### src/hdl/lcs_defs.svh
/*
 * Constants of the clock select and interrupt summary register bank.
 * Assumes inclusion by bare name from the package and design files.
 */
`ifndef LCS_DEFS_SVH
`define LCS_DEFS_SVH

// Register indices; the byte address is four times the index
`define LCS_IDX_CLK_CFG 8'he9
`define LCS_IDX_SUM_LO 8'hea
`define LCS_IDX_SUM_HI 8'heb
`define LCS_IDX_IRQ_MASK 8'hec
`define LCS_IDX_LINE_CTRL 8'hed
`define LCS_ADDR_W 10

// Field layout of global_clock_config
`define LCS_SEL_LSB 0
`define LCS_SEL_MSB 3
`define LCS_LOSS_BIT 4
`define LCS_GATE_BIT 5
`define LCS_CFG_RST 8'h00
`define LCS_CFG_MASK 8'h3f

// Line control register: bit 0 selects E1 mode, bit 1 reads tx clock lost
`define LCS_E1_BIT 0
`define LCS_LOST_BIT 1

// Channel counts and summary layout
`define LCS_NCH 14
`define LCS_NLO 8
`define LCS_HI_MASK 8'h3f

// Clock loss detection: no tx edge seen within this time
`define LCS_LOSS_NS 1000
`define LCS_CLK_NS 10
`define LCS_LOSS_CYC ((`LCS_LOSS_NS) / (`LCS_CLK_NS))
`define LCS_CNT_W 8

// Output clock reference lines
`define LCS_NREF 5
`define LCS_REF_8K 0

`endif

### src/hdl/lcs_pkg.sv
/*
 * Types of the clock select and interrupt summary bank.
 * Assumes lcs_defs.svh beside it.
 */
`include "lcs_defs.svh"
package lcs_pkg;
   typedef enum logic [3:0] {
      LCS_REF_2048K, LCS_REF_1544K, LCS_REF_8K_IN, LCS_REF_16K,
      LCS_REF_56K, LCS_REF_64K, LCS_REF_128K, LCS_REF_256K,
      LCS_REF_4096K, LCS_REF_3088K, LCS_REF_8192K, LCS_REF_6176K,
      LCS_REF_16384K, LCS_REF_RSVD
   } lcs_ref_t;

   typedef enum logic [1:0] {
      LCS_TX_PASS, LCS_TX_ZEROS, LCS_TX_ONES
   } lcs_tx_t;
endpackage

### src/hdl/lcs_cfg_if.sv
/*
 * Carrier between the register bank and the transmit clock-loss guard.
 * Assumes one clock shared by both ends.
 */
`timescale 1ns/100ps
`default_nettype none
interface lcs_cfg_if;
   logic loss_action;
   logic clock_lost;
   modport bank (output loss_action, input clock_lost);
   modport guard (input loss_action, output clock_lost);
endinterface
`default_nettype wire

### src/hdl/lcs_tx_guard.sv
/*
 * Transmit clock-loss guard: watches the synchronised line clock and
 * replaces tx data by zeros or ones when it is stuck or missing.
 * Assumes tx_line_clock far slower than hclk, already synchronised.
 */
`timescale 1ns/100ps
`default_nettype none
module lcs_tx_guard
   import lcs_pkg::*;
(
   input wire logic hclk,
   input wire logic hresetn,
   input wire logic clk_sync,
   input wire logic data_sync,
   lcs_cfg_if.guard cfg,
   output logic tx_bit
);
   logic clk_prev_q, clk_prev_d;
   logic [`LCS_CNT_W-1:0] cnt_q, cnt_d;
   logic lost_q, lost_d;
   logic tx_q, tx_d;
   lcs_tx_t mode;

   always_comb begin
      clk_prev_d = clk_sync;
      cnt_d = cnt_q;
      lost_d = lost_q;
      if (clk_sync != clk_prev_q) begin
         cnt_d = '0;
         lost_d = 1'b0;
      end else if (cnt_q >= `LCS_CNT_W'(`LCS_LOSS_CYC - 1)) begin
         lost_d = 1'b1;
      end else begin
         cnt_d = cnt_q + `LCS_CNT_W'(1);
      end
      if (!lost_q)
         mode = LCS_TX_PASS;
      else if (cfg.loss_action)
         mode = LCS_TX_ONES;
      else
         mode = LCS_TX_ZEROS;
      case (mode)
         LCS_TX_PASS: tx_d = data_sync;
         LCS_TX_ONES: tx_d = 1'b1;
         LCS_TX_ZEROS: tx_d = 1'b0;
         default: tx_d = 1'b0;
      endcase
   end

   always_ff @(posedge hclk or negedge hresetn) begin
      if (!hresetn) begin
         clk_prev_q <= 1'b0;
         cnt_q <= '0;
         lost_q <= 1'b1;
         tx_q <= 1'b0;
      end else begin
         clk_prev_q <= clk_prev_d;
         cnt_q <= cnt_d;
         lost_q <= lost_d;
         tx_q <= tx_d;
      end
   end

   assign cfg.clock_lost = lost_q;
   assign tx_bit = tx_q;
endmodule
`default_nettype wire

### src/hdl/lcs_irq_sum.sv
/*
 * Per-channel sticky interrupt summary flags with clear on read.
 * Assumes channel events arrive on hclk as one-cycle or level requests.
 */
`timescale 1ns/100ps
`default_nettype none
module lcs_irq_sum
   import lcs_pkg::*;
(
   input wire logic hclk,
   input wire logic hresetn,
   input wire logic [`LCS_NCH-1:0] chan_event,
   input wire logic rd_lo,
   input wire logic rd_hi,
   output logic [`LCS_NCH-1:0] flags
);
   logic [`LCS_NCH-1:0] flag_q, flag_d, clr;

   always_comb begin
      clr = {{(`LCS_NCH-`LCS_NLO){rd_hi}}, {`LCS_NLO{rd_lo}}};
      // Set wins over a clear in the same cycle so no event is lost
      flag_d = (flag_q & ~clr) | chan_event;
   end

   always_ff @(posedge hclk or negedge hresetn) begin
      if (!hresetn)
         flag_q <= '0;
      else
         flag_q <= flag_d;
   end

   assign flags = flag_q;
endmodule
`default_nettype wire

### src/hdl/lcs_top.sv
/*
 * Global clock configuration and channel interrupt summary bank,
 * an AHB-Lite slave with a level interrupt output.
 * Assumes single word transfers; hclk is the PLL-derived host clock.
 */
// Operation
// - Gating enabled shuts all output clock references except 8 kHz in E1
// - Gating bit: 0 enabled, 1 disabled; resets to 0
// - Clock-loss bit decides tx pair output when tx clock stuck or absent
// - Lost clock sends zeros for 0, all ones for 1; resets to 0
// - Select codes 0000, 1110 give 2.048 MHz; 0001, 1111 give 1.544 MHz
// - Codes 0010 to 0111 give 8, 16, 56, 64, 128, 256 kHz
// - Codes 1000 to 1100 give 4.096, 3.088, 8.192, 6.176, 16.384 MHz
// - Low summary holds channels 0 to 7, bit n is channel n
// - High summary holds channels 8 to 13 in bits 0 to 5
// - Flag set when channel interrupted, zero otherwise; resets to 0
// - High summary bits 7 and 6 read as zero
// - Host timing follows PLL, retuned when the select field changes
`timescale 1ns/100ps
`default_nettype none
module lcs_top
   import lcs_pkg::*;
(
   input wire logic hclk,
   input wire logic hresetn,
   input wire logic hsel,
   input wire logic [31:0] haddr,
   input wire logic [1:0] htrans,
   input wire logic hwrite,
   input wire logic [2:0] hsize,
   input wire logic [31:0] hwdata,
   input wire logic hready,
   output logic hreadyout,
   output logic hresp,
   output logic [31:0] hrdata,
   input wire logic [`LCS_NCH-1:0] chan_event,
   input wire logic tx_line_clock,
   input wire logic tx_data_in,
   input wire logic [`LCS_NREF-1:0] ref_clk_in,
   output logic tx_line_pair_bit,
   output logic [`LCS_NREF-1:0] ref_clk_out,
   output logic [3:0] pll_ref_code,
   output logic pll_retune,
   output logic irq
);
   function automatic logic [`LCS_ADDR_W-1:0] reg_addr(
      input logic [7:0] idx);
      reg_addr = {idx, 2'b00};
   endfunction

   function automatic lcs_ref_t decode_sel(input logic [3:0] code);
      case (code)
         4'h0, 4'he: decode_sel = LCS_REF_2048K;
         4'h1, 4'hf: decode_sel = LCS_REF_1544K;
         4'h2: decode_sel = LCS_REF_8K_IN;
         4'h3: decode_sel = LCS_REF_16K;
         4'h4: decode_sel = LCS_REF_56K;
         4'h5: decode_sel = LCS_REF_64K;
         4'h6: decode_sel = LCS_REF_128K;
         4'h7: decode_sel = LCS_REF_256K;
         4'h8: decode_sel = LCS_REF_4096K;
         4'h9: decode_sel = LCS_REF_3088K;
         4'ha: decode_sel = LCS_REF_8192K;
         4'hb: decode_sel = LCS_REF_6176K;
         4'hc: decode_sel = LCS_REF_16384K;
         default: decode_sel = LCS_REF_RSVD;
      endcase
   endfunction

   lcs_cfg_if cfg_bus();

   // Bus address phase capture
   logic wr_pend_q, wr_pend_d;
   logic [`LCS_ADDR_W-1:0] wr_addr_q, wr_addr_d;
   logic [7:0] cfg_q, cfg_d;
   logic [7:0] mask_q, mask_d;
   logic e1_q, e1_d;
   logic [31:0] rdata_q, rdata_d;
   logic rd_lo, rd_hi;
   logic [3:0] sel_prev_q, sel_prev_d;
   logic [3:0] code_q, code_d;
   logic retune_q, retune_d;
   logic [`LCS_NREF-1:0] ref_q, ref_d;
   logic [`LCS_NCH-1:0] flags;
   logic [`LCS_ADDR_W-1:0] a_addr;
   logic a_valid;
   lcs_ref_t ref_sel;

   // Pin synchronisers: first stage read only by second
   logic tx_line_clock_s1_q, tx_line_clock_s2_q;
   logic tdat_s1_q, tdat_s2_q;

   always_ff @(posedge hclk or negedge hresetn) begin
      if (!hresetn) begin
         tx_line_clock_s1_q <= 1'b0;
         tx_line_clock_s2_q <= 1'b0;
         tdat_s1_q <= 1'b0;
         tdat_s2_q <= 1'b0;
      end else begin
         tx_line_clock_s1_q <= tx_line_clock;
         tx_line_clock_s2_q <= tx_line_clock_s1_q;
         tdat_s1_q <= tx_data_in;
         tdat_s2_q <= tdat_s1_q;
      end
   end

   lcs_tx_guard u_guard (
      .hclk(hclk),
      .hresetn(hresetn),
      .clk_sync(tx_line_clock_s2_q),
      .data_sync(tdat_s2_q),
      .cfg(cfg_bus.guard),
      .tx_bit(tx_line_pair_bit)
   );

   lcs_irq_sum u_sum (
      .hclk(hclk),
      .hresetn(hresetn),
      .chan_event(chan_event),
      .rd_lo(rd_lo),
      .rd_hi(rd_hi),
      .flags(flags)
   );

   assign cfg_bus.loss_action = cfg_q[`LCS_LOSS_BIT];
   assign a_addr = haddr[`LCS_ADDR_W-1:0];
   assign a_valid = hsel && hready && htrans[1];

   always_comb begin
      wr_pend_d = a_valid && hwrite;
      wr_addr_d = a_addr;
      cfg_d = cfg_q;
      mask_d = mask_q;
      e1_d = e1_q;
      rdata_d = 32'h0000_0000;
      // Clear at the edge that latches the read data, so an event
      // arriving in the address phase survives for the next read
      rd_lo = 1'b0;
      rd_hi = 1'b0;
      if (wr_pend_q) begin
         if (wr_addr_q == reg_addr(`LCS_IDX_CLK_CFG))
            cfg_d = hwdata[7:0] & `LCS_CFG_MASK;
         else if (wr_addr_q == reg_addr(`LCS_IDX_IRQ_MASK))
            mask_d = hwdata[7:0];
         else if (wr_addr_q == reg_addr(`LCS_IDX_LINE_CTRL))
            e1_d = hwdata[`LCS_E1_BIT];
      end
      if (a_valid && !hwrite) begin
         if (a_addr == reg_addr(`LCS_IDX_CLK_CFG))
            rdata_d = {24'h000000, cfg_q};
         else if (a_addr == reg_addr(`LCS_IDX_SUM_LO)) begin
            rdata_d = {24'h000000, flags[`LCS_NLO-1:0]};
            rd_lo = 1'b1;
         end else if (a_addr == reg_addr(`LCS_IDX_SUM_HI)) begin
            // Bits 7:6 tie to zero
            rdata_d = {24'h000000, 2'b00,
               flags[`LCS_NCH-1:`LCS_NLO]};
            rd_hi = 1'b1;
         end else if (a_addr == reg_addr(`LCS_IDX_IRQ_MASK))
            rdata_d = {24'h000000, mask_q};
         else if (a_addr == reg_addr(`LCS_IDX_LINE_CTRL)) begin
            rdata_d[`LCS_E1_BIT] = e1_q;
            rdata_d[`LCS_LOST_BIT] = cfg_bus.clock_lost;
         end
      end
   end

   // Reference gating and PLL retune tracking
   always_comb begin
      // Code follows the next select, so it moves with the field
      ref_sel = decode_sel(cfg_d[`LCS_SEL_MSB:`LCS_SEL_LSB]);
      code_d = 4'(ref_sel);
      sel_prev_d = cfg_q[`LCS_SEL_MSB:`LCS_SEL_LSB];
      retune_d = sel_prev_q != cfg_q[`LCS_SEL_MSB:`LCS_SEL_LSB];
      if (cfg_q[`LCS_GATE_BIT])
         ref_d = ref_clk_in;
      else begin
         ref_d = '0;
         ref_d[`LCS_REF_8K] = e1_q & ref_clk_in[`LCS_REF_8K];
      end
   end

   always_ff @(posedge hclk or negedge hresetn) begin
      if (!hresetn) begin
         wr_pend_q <= 1'b0;
         wr_addr_q <= '0;
         cfg_q <= `LCS_CFG_RST;
         mask_q <= 8'h00;
         e1_q <= 1'b0;
         rdata_q <= 32'h0000_0000;
         sel_prev_q <= 4'h0;
         code_q <= 4'(LCS_REF_2048K);
         retune_q <= 1'b0;
         ref_q <= '0;
      end else begin
         wr_pend_q <= wr_pend_d;
         wr_addr_q <= wr_addr_d;
         cfg_q <= cfg_d;
         mask_q <= mask_d;
         e1_q <= e1_d;
         rdata_q <= rdata_d;
         sel_prev_q <= sel_prev_d;
         code_q <= code_d;
         retune_q <= retune_d;
         ref_q <= ref_d;
      end
   end

   // Zero wait states; every transfer answers OKAY
   assign hreadyout = 1'b1;
   assign hresp = 1'b0;
   assign hrdata = rdata_q;
   assign ref_clk_out = ref_q;
   assign pll_ref_code = code_q;
   assign pll_retune = retune_q;
   assign irq = |(flags & {mask_q[`LCS_NCH-`LCS_NLO-1:0], mask_q});
endmodule
`default_nettype wire

### config.mk
export PLATFORM = sky130hd
export DESIGN_NAME = lcs_top
export DESIGN_NICKNAME = d
export VERILOG_FILES = /design/src/hdl/lcs_pkg.sv /design/src/hdl/lcs_cfg_if.sv /design/src/hdl/lcs_tx_guard.sv /design/src/hdl/lcs_irq_sum.sv /design/src/hdl/lcs_top.sv
export VERILOG_INCLUDE_DIRS = /design/src /design/src/hdl
export SDC_FILE = /design/constraint.sdc
export NUM_CORES = 1
export LEC_CHECK = 0
export BUFFER_PORTS_ARGS = -buffer_cell sky130_fd_sc_hd__buf_4
export CAP_MARGIN = 20
export CORE_MARGIN = 1
export CORE_UTILIZATION = 51
export CTS_CLUSTER_DIAMETER = 150
export DETAILED_ROUTE_END_ITERATION = 10
export PLACE_DENSITY = 0.95
export SLEW_MARGIN = 20
export SYNTH_ARGS = -nofsm -noshare
export SYNTH_HDL_FRONTEND = slang
export SYNTH_SLANG_ARGS = --single-unit
### constraint.sdc
create_clock -name hclk -period 4.9 [get_ports hclk]
set_input_delay 0.49 -clock hclk [delete_from_list [all_inputs] [get_ports hclk]]
set_output_delay 0.49 -clock hclk [all_outputs]
set_load 0.03 [all_outputs]
[Word level (Yosys, flattened, before mapping)]
Memories as Yosys holds them, arrays and structs flattened. A register that Yosys moved wholly into a read port is not among the register bits.
Index checks and enable logic that the tools add are counted.
Word-level totals
  register bits after elaboration: 97
  bits in latches: 0
  memory bits (writable): 0
  memory bits (read-only): 64
  input port bits: 95
  output and inout bits: 46
  logic and storage cells: 77
  memories kept: 1
Memory list
  (name not given): words 16, bits a word 4, read ports 1, clocked after Yosys merged registers in 1, wr ports 0, line lcs_top.sv:52  | case (code)
Cells by class
  add/sub/neg operators: 1
  multipliers: 0
  divide/modulo/power cells: 0
  $lt $le $gt $ge: 1
  equal/unequal tests: 12
  shift-type cells: 0
  muxes and demuxes: 24
  bitwise logic cells: 7
  reductions and logical operators: 12
Operators by type and width (number)
  == test 10 bit (second input constant): 8
  2-to-1 mux 8 bit: 6
  AND 14 bit: 2
  inverter 14 bit: 1
  OR 14 bit: 1
  OR reduction 14 bit: 1
  2-to-1 mux 1 bit: 9
  adder 8 x 1 -> 8 bit (second input constant): 1
  greater-or-equal comparator 8 x 7 -> 1 bit (second input constant): 1
  2-to-1 mux 2 bit: 4
  2-to-1 mux 4 bit: 2
  2-to-1 mux 6 bit: 1
  2-to-1 mux 5 bit: 1
  logical AND 1 bit: 4
  != test 4 bit: 1
  AND reduction 4 bit: 1
  AND reduction 3 bit: 1
  == test 2 bit (second input constant): 1
  zero test 1 bit: 2
  zero test 2 bit: 1
  != test 2 x 1 -> 1 bit (second input constant): 1
  inverter 1 bit: 2
  one-hot mux 1 bit (2 select lines): 1
  AND reduction 2 bit: 1
  3 further kinds: 3

[Logic depth before layout (Yosys ltp)]
  depth in word-level cells: 8
  mapped depth: 5
  mapped depth without buffers: 5

[Cells and area by module]
A second synthesis with hierarchy kept.
Second synthesis, totals
  cells, all modules: 261
  area total of the unflattened synthesis: 3330.7 µm²
Modules (own cells, without submodules)
  lcs_top: times used 1, cells an instance 186, area an instance 2348.5 µm², sequential area each 1276.2 µm²
  lcs_tx_guard: times used 1, cells an instance 45, area an instance 519.2 µm², sequential area each 276.5 µm²
  lcs_irq_sum: times used 1, cells an instance 30, area an instance 462.9 µm², sequential area each 350.3 µm²

[Worst setup path before layout]
Ideal clock, no wire load.
  path kind: reg2reg
  start: register wr_addr_q[1]
  end: register cfg_q[1]
  library setup time: 0.125 ns
  arrival time: 1.721 ns
  data required time: 4.775 ns
  path slack: 3.054 ns
  stages on the path, launching flop included: 5
  buffers on the path: 1
  period minus slack after synthesis: 1.846 ns
  path through: dfrtp_1 -> or4b_1 -> or4_4 -> buf_6 -> mux2_4
Between the ends
  word-level cells in the longest chain between the ends: 3
RTL lines
  start: declaration: line lcs_top.sv:74  | logic [`LCS_ADDR_W-1:0] wr_addr_q, wr_addr_d;
  start signal: assignment: line lcs_top.sv:197  | wr_addr_q <= wr_addr_d;
  == test 10 bit: line lcs_top.sv:141  | if (wr_addr_q == reg_addr(`LCS_IDX_CLK_CFG))
  2-to-1 mux 4 bit: line lcs_top.sv:141
  2-to-1 mux 4 bit: line lcs_top.sv:140  | if (wr_pend_q) begin
  named net cfg_d[1]: line lcs_top.sv:75  | logic [7:0] cfg_q, cfg_d;
  end signal: assignment: line lcs_top.sv:187  | cfg_q <= `LCS_CFG_RST;
  end signal: assignment: line lcs_top.sv:198  | cfg_q <= cfg_d;
  end: declaration: line lcs_top.sv:75
The timed path passes the listed nets, and every way through them passes these cells.
A chain may end at the register's enable or synchronous reset.

[Final worst setup path]
  start: register wr_addr_q[1]
  end: register mask_q[3]
Between the ends
  word-level cells in the longest chain between the ends: 3
  elaborated cells between the ends (all ways): 4
  those cells by class: 2 x eq/ne; 1 x bitwise; 1 x reduce/logical
RTL lines
  == test 10 bit: line lcs_top.sv:141
  inverter 1 bit (no source line)
  AND reduction 3 bit (no source line) *
  end signal: assignment: line lcs_top.sv:199  | mask_q <= mask_d;
  end: declaration: line lcs_top.sv:76  | logic [7:0] mask_q, mask_d;
Mark *: on every way between the ends. The rest lies on a longest branch, timed or not.

==> impl_metrics.csv <==
group,metric,value,unit
routing,drcViolationCount,0,
routing,wl,6300,µm
clocking,clk_latency,0.35,ns
power_and_ir_drop,clockPowerShare,34.8,%
power_and_ir_drop,cellPowerDensity,324,nW/µm²
worst_setup_path,r2r-end,"mask_q[3]$_DFFE_PN0P_",
die,initial_core_util,53.3,%
synth,syn_area,3190,µm²
sta,rsz0062_at_grt,"no",
sta,setup_viol,0,
worst_setup_path,critPathCapture,"mask_q[3]$_DFFE_PN0P_",
clocking,cts_resized,0,
synth,synth-main-ff-cell,"dfrtp_1",
die,io_pins,141,
power_and_ir_drop,netSwitchingPower,319,µW
power_and_ir_drop,switching_share,25.9,%
synth,synth-seq-cells,76,
die,die-area,6580,µm²
place,placed_area,3630,µm²
worst_setup_path,crit_cells,4,
routing,dr_total_vias,2156,
worst_setup_path,crit_fanout,8,
die,coreArea,5990,µm²
power_and_ir_drop,total_power,1.23,mW
clocking,post_cts_buffers,0,
run_status,outcome,"finished clean",
power_and_ir_drop,internal_power,915,µW
sta,setup_tns,0,ns
global_route,overflow,0,
routing,drt_iter0_drc,96,
sta,worst_pin_slew,0.919,ns
clocking,clock_path_buffers,2,
clocking,cts_tree,"yes",
routing,viasPerCell,5.35,
die,die_h,81.1,µm
place,dp.cells,387,
die,die_w,81.1,µm
global_route,grt_pass1_wl,10500,µm
worst_setup_path,crit_required,5.14,ns
routing,firstDrtPassIters,4,
sta,slew_viol_final,0,
global_route,track_usage,22.1,%
power_and_ir_drop,seq_power_share,54.1,%
worst_setup_path,crit_family,"simple AND/OR/NAND/NOR gates",
power_and_ir_drop,p_leak,1.79,nW
worst_setup_path,cp_slowest_cell,"or3_2",
synth,synth_edf_count,0,
synth,syn_inst,255,
clocking,cts.sink_count,76,
worst_setup_path,path_buf_inv,0,
worst_setup_path,crit_chain,"or3_2 > nor3_1 > nand3b_1 > mux2_2",
worst_setup_path,criticalPathCategory,"register to register",
clocking,cts_hold_buf,0,
die,rows,28,
worst_setup_path,worstPathArrival,2.22,ns
final_layout,instances_no_fill,403,
sta,finClkSkew,0.00914,ns
place,port-buffer-count,64,
final_layout,num_antenna_cells,0,
power_and_ir_drop,p_comb_share,11.2,%
power_and_ir_drop,ir_drop,0.000246,V
clocking,h-tree-depth,3,
place,dp_hpwl,4520,µm
worst_setup_path,reg2reg_depth,4,
routing,wl_per_cell,15.6,µm
sta,hold_viol_final,0,
synth,ys_seq_area_share,59.6,%
worst_setup_path,reg2reg_from,"wr_addr_q[1]$_DFF_PN0_",
synth,ys_types,41,
sta,period_share,40.4,%
worst_setup_path,crit_path_max_incr_delay,0.48,ns
final_layout,syn2layout_area_growth,19.4,%
final_layout,nets,419,
min_path,hold_path.class,"primary input to register",
worst_setup_path,cp-start-kind,"register",
clocking,root_buffer,"clkbuf_8",
global_route,grt_max_degree,77,
sta,clock.fmax,0.505,GHz
routing,ant_nets,0,
place,gp_congestion,0.890,
clocking,cts_buffers,9,
worst_setup_path,cp-startpoint,"wr_addr_q[1]$_DFF_PN0_",
sta,holdWs,0.247,ns
sta,period_minus_slack,1.98,ns
worst_setup_path,r2r_setup_slack,2.92,ns
global_route,antenna_found_initial,0,
sta,slew_headroom,38.7,%
clocking,clk_pin_slew,0.08,ns
final_layout,final_area,3810,µm²
final_layout,final_cell_mix,"dfrtp_1, buf_4, conb_1",
final_layout,drive_above_1_share,30.5,%
synth,synth.avg_cell_area,12.5,µm²
flow_run,maxCapViolations,0,
global_route,grt_pass1_vias,2262,
synth,ys_async_sr_fraction,100,%
final_layout,final_common_cell,"dfrtp_1",
synth,yosys_warnings,0,
worst_setup_path,critPathCaptureType,"register",
==> cell families after synthesis <==
logic type | Yosys count | share of synthesized area (%)
buffers and inverters | 34 | 7.45
xor gates and xnor gates | 10 | 2.74
other | 2 | 0.235
adders and majority gates | 1 | 0.392
DFF | 76 | 59.6
muxes | 19 | 7.10
AOI/OAI and AO/OA | 52 | 11.3
and+or+nand+nor | 61 | 11.2
==> state kept, by name (all words and copies together) (netlist names) <==
register,flops
cfg_q,5
e1_q,1
hrdata,8
mask_q,8
pll_ref_code,4
pll_retune,1
ref_clk_out,5
sel_prev_q,4
tdat_s1_q,1
tdat_s2_q,1
tx_line_clock_s1_q,1
tx_line_clock_s2_q,1
u_guard.cfg.clock_lost,1
u_guard.clk_prev_q,1
u_guard.cnt_q,8
u_guard.tx_bit,1
u_sum.flags,14
wr_addr_q,10
wr_pend_q,1
==> worst min-delay path by stage <==
| stage | to | startpoint | slack, ns | cells after the start |
|---|---|---|---|---|
| 2_1_floorplan | cfg_q[1]$_DFF_PN0_ | hresetn | 0.19 | 0 |
| 3_3_place_gp | tx_line_clock_s2_q$_DFF_PN0_ | tx_line_clock_s1_q$_DFF_PN0_ | 0.33 | 0 |
| 3_5_place_dp | tx_line_clock_s2_q$_DFF_PN0_ | tx_line_clock_s1_q$_DFF_PN0_ | 0.34 | 0 |
| 4_1_cts | tx_line_clock_s1_q$_DFF_PN0_ | tx_line_clock | 0.23 | 1 |
| 5_1_grt | wr_addr_q[5]$_DFF_PN0_ | haddr[5] | 0.24 | 1 |
| 6_report | tx_line_clock_s1_q$_DFF_PN0_ | tx_line_clock | 0.25 | 1 |
==> layout make-up <==
| type | count | area [µm²] |
|---|---|---|
| fill | 468 | 2180 |
| clock buffer | 12 | 155 |
| tap | 75 | 93.8 |
| timing repair buffer | 65 | 488 |
| sequential | 76 | 1900 |
| clock inverter | 4 | 23.8 |
| inverter | 2 | 7.51 |
| multi-input combinational | 169 | 1140 |
==> per-stage QoR <==
step	util (%)	worst slack, ns
2_1_floorplan	-	3.05
3_3_place_gp	60.7	2.78
3_5_place_dp	60.7	2.70
4_1_cts	63.6	2.92
5_1_grt	63.6	2.80
6_report	63.6	2.92
==> worst reg2reg max path: stages, from the launching register on <==
cell and delay (ns):
dfrtp_1 0.40, or3_2 0.48, nor3_1 0.22, nand3b_1 0.37, mux2_2 0.41
==> synth_stat cells (2+ instances only) <==
master	count	share of area, %
a21o_1	14	3.3
a21oi_1	5	0.78
a221oi_1	2	0.55
a22oi_1	8	1.9
a31oi_1	2	0.39
and2_1	6	1.2
and3_1	2	0.39
and4_1	2	0.55
buf_4	27	6.4
clkbuf_1	3	0.35
conb_1	2	0.24
dfrtp_1	75	59
inv_1	2	0.24
mux2_2	13	4.6
mux2_4	4	1.9
mux2i_1	2	0.63
nand2_1	12	1.4
nand3_1	6	0.94
nand3b_1	3	0.71
nand4_1	5	0.98
nor2_1	9	1.1
nor2b_1	5	0.98
nor3b_1	2	0.47
nor4bb_1	2	0.63
o211a_1	5	1.6
o21ai_0	10	1.6
o22ai_1	5	0.98
xnor2_1	5	1.4
xor2_1	5	1.4
==> power groups by stage <==
stage                     combinational, mW  sequential, mW  clock (mW)
after floorplan                      0.0861           0.684           0
after global placement                0.134           0.678           0
after detailed placement              0.139           0.679           0
after CTS                             0.139           0.667       0.437
after global routing                  0.152           0.670       0.464
final                                 0.138           0.667       0.429
==> layer usage <==
| metal | track usage, % | share of wire (%) | vias up |
|---|---|---|---|
| li1 | - | - | 995 |
| met1 | 25.4 | 41 | 1062 |
| met2 | 37.6 | 51 | 83 |
| met3 | 6.29 | 5.8 | 16 |
| met4 | 11.1 | 2.6 | 0 |
| met5 | 0 | 0 | - |
(Power assumes the default switching activity.)
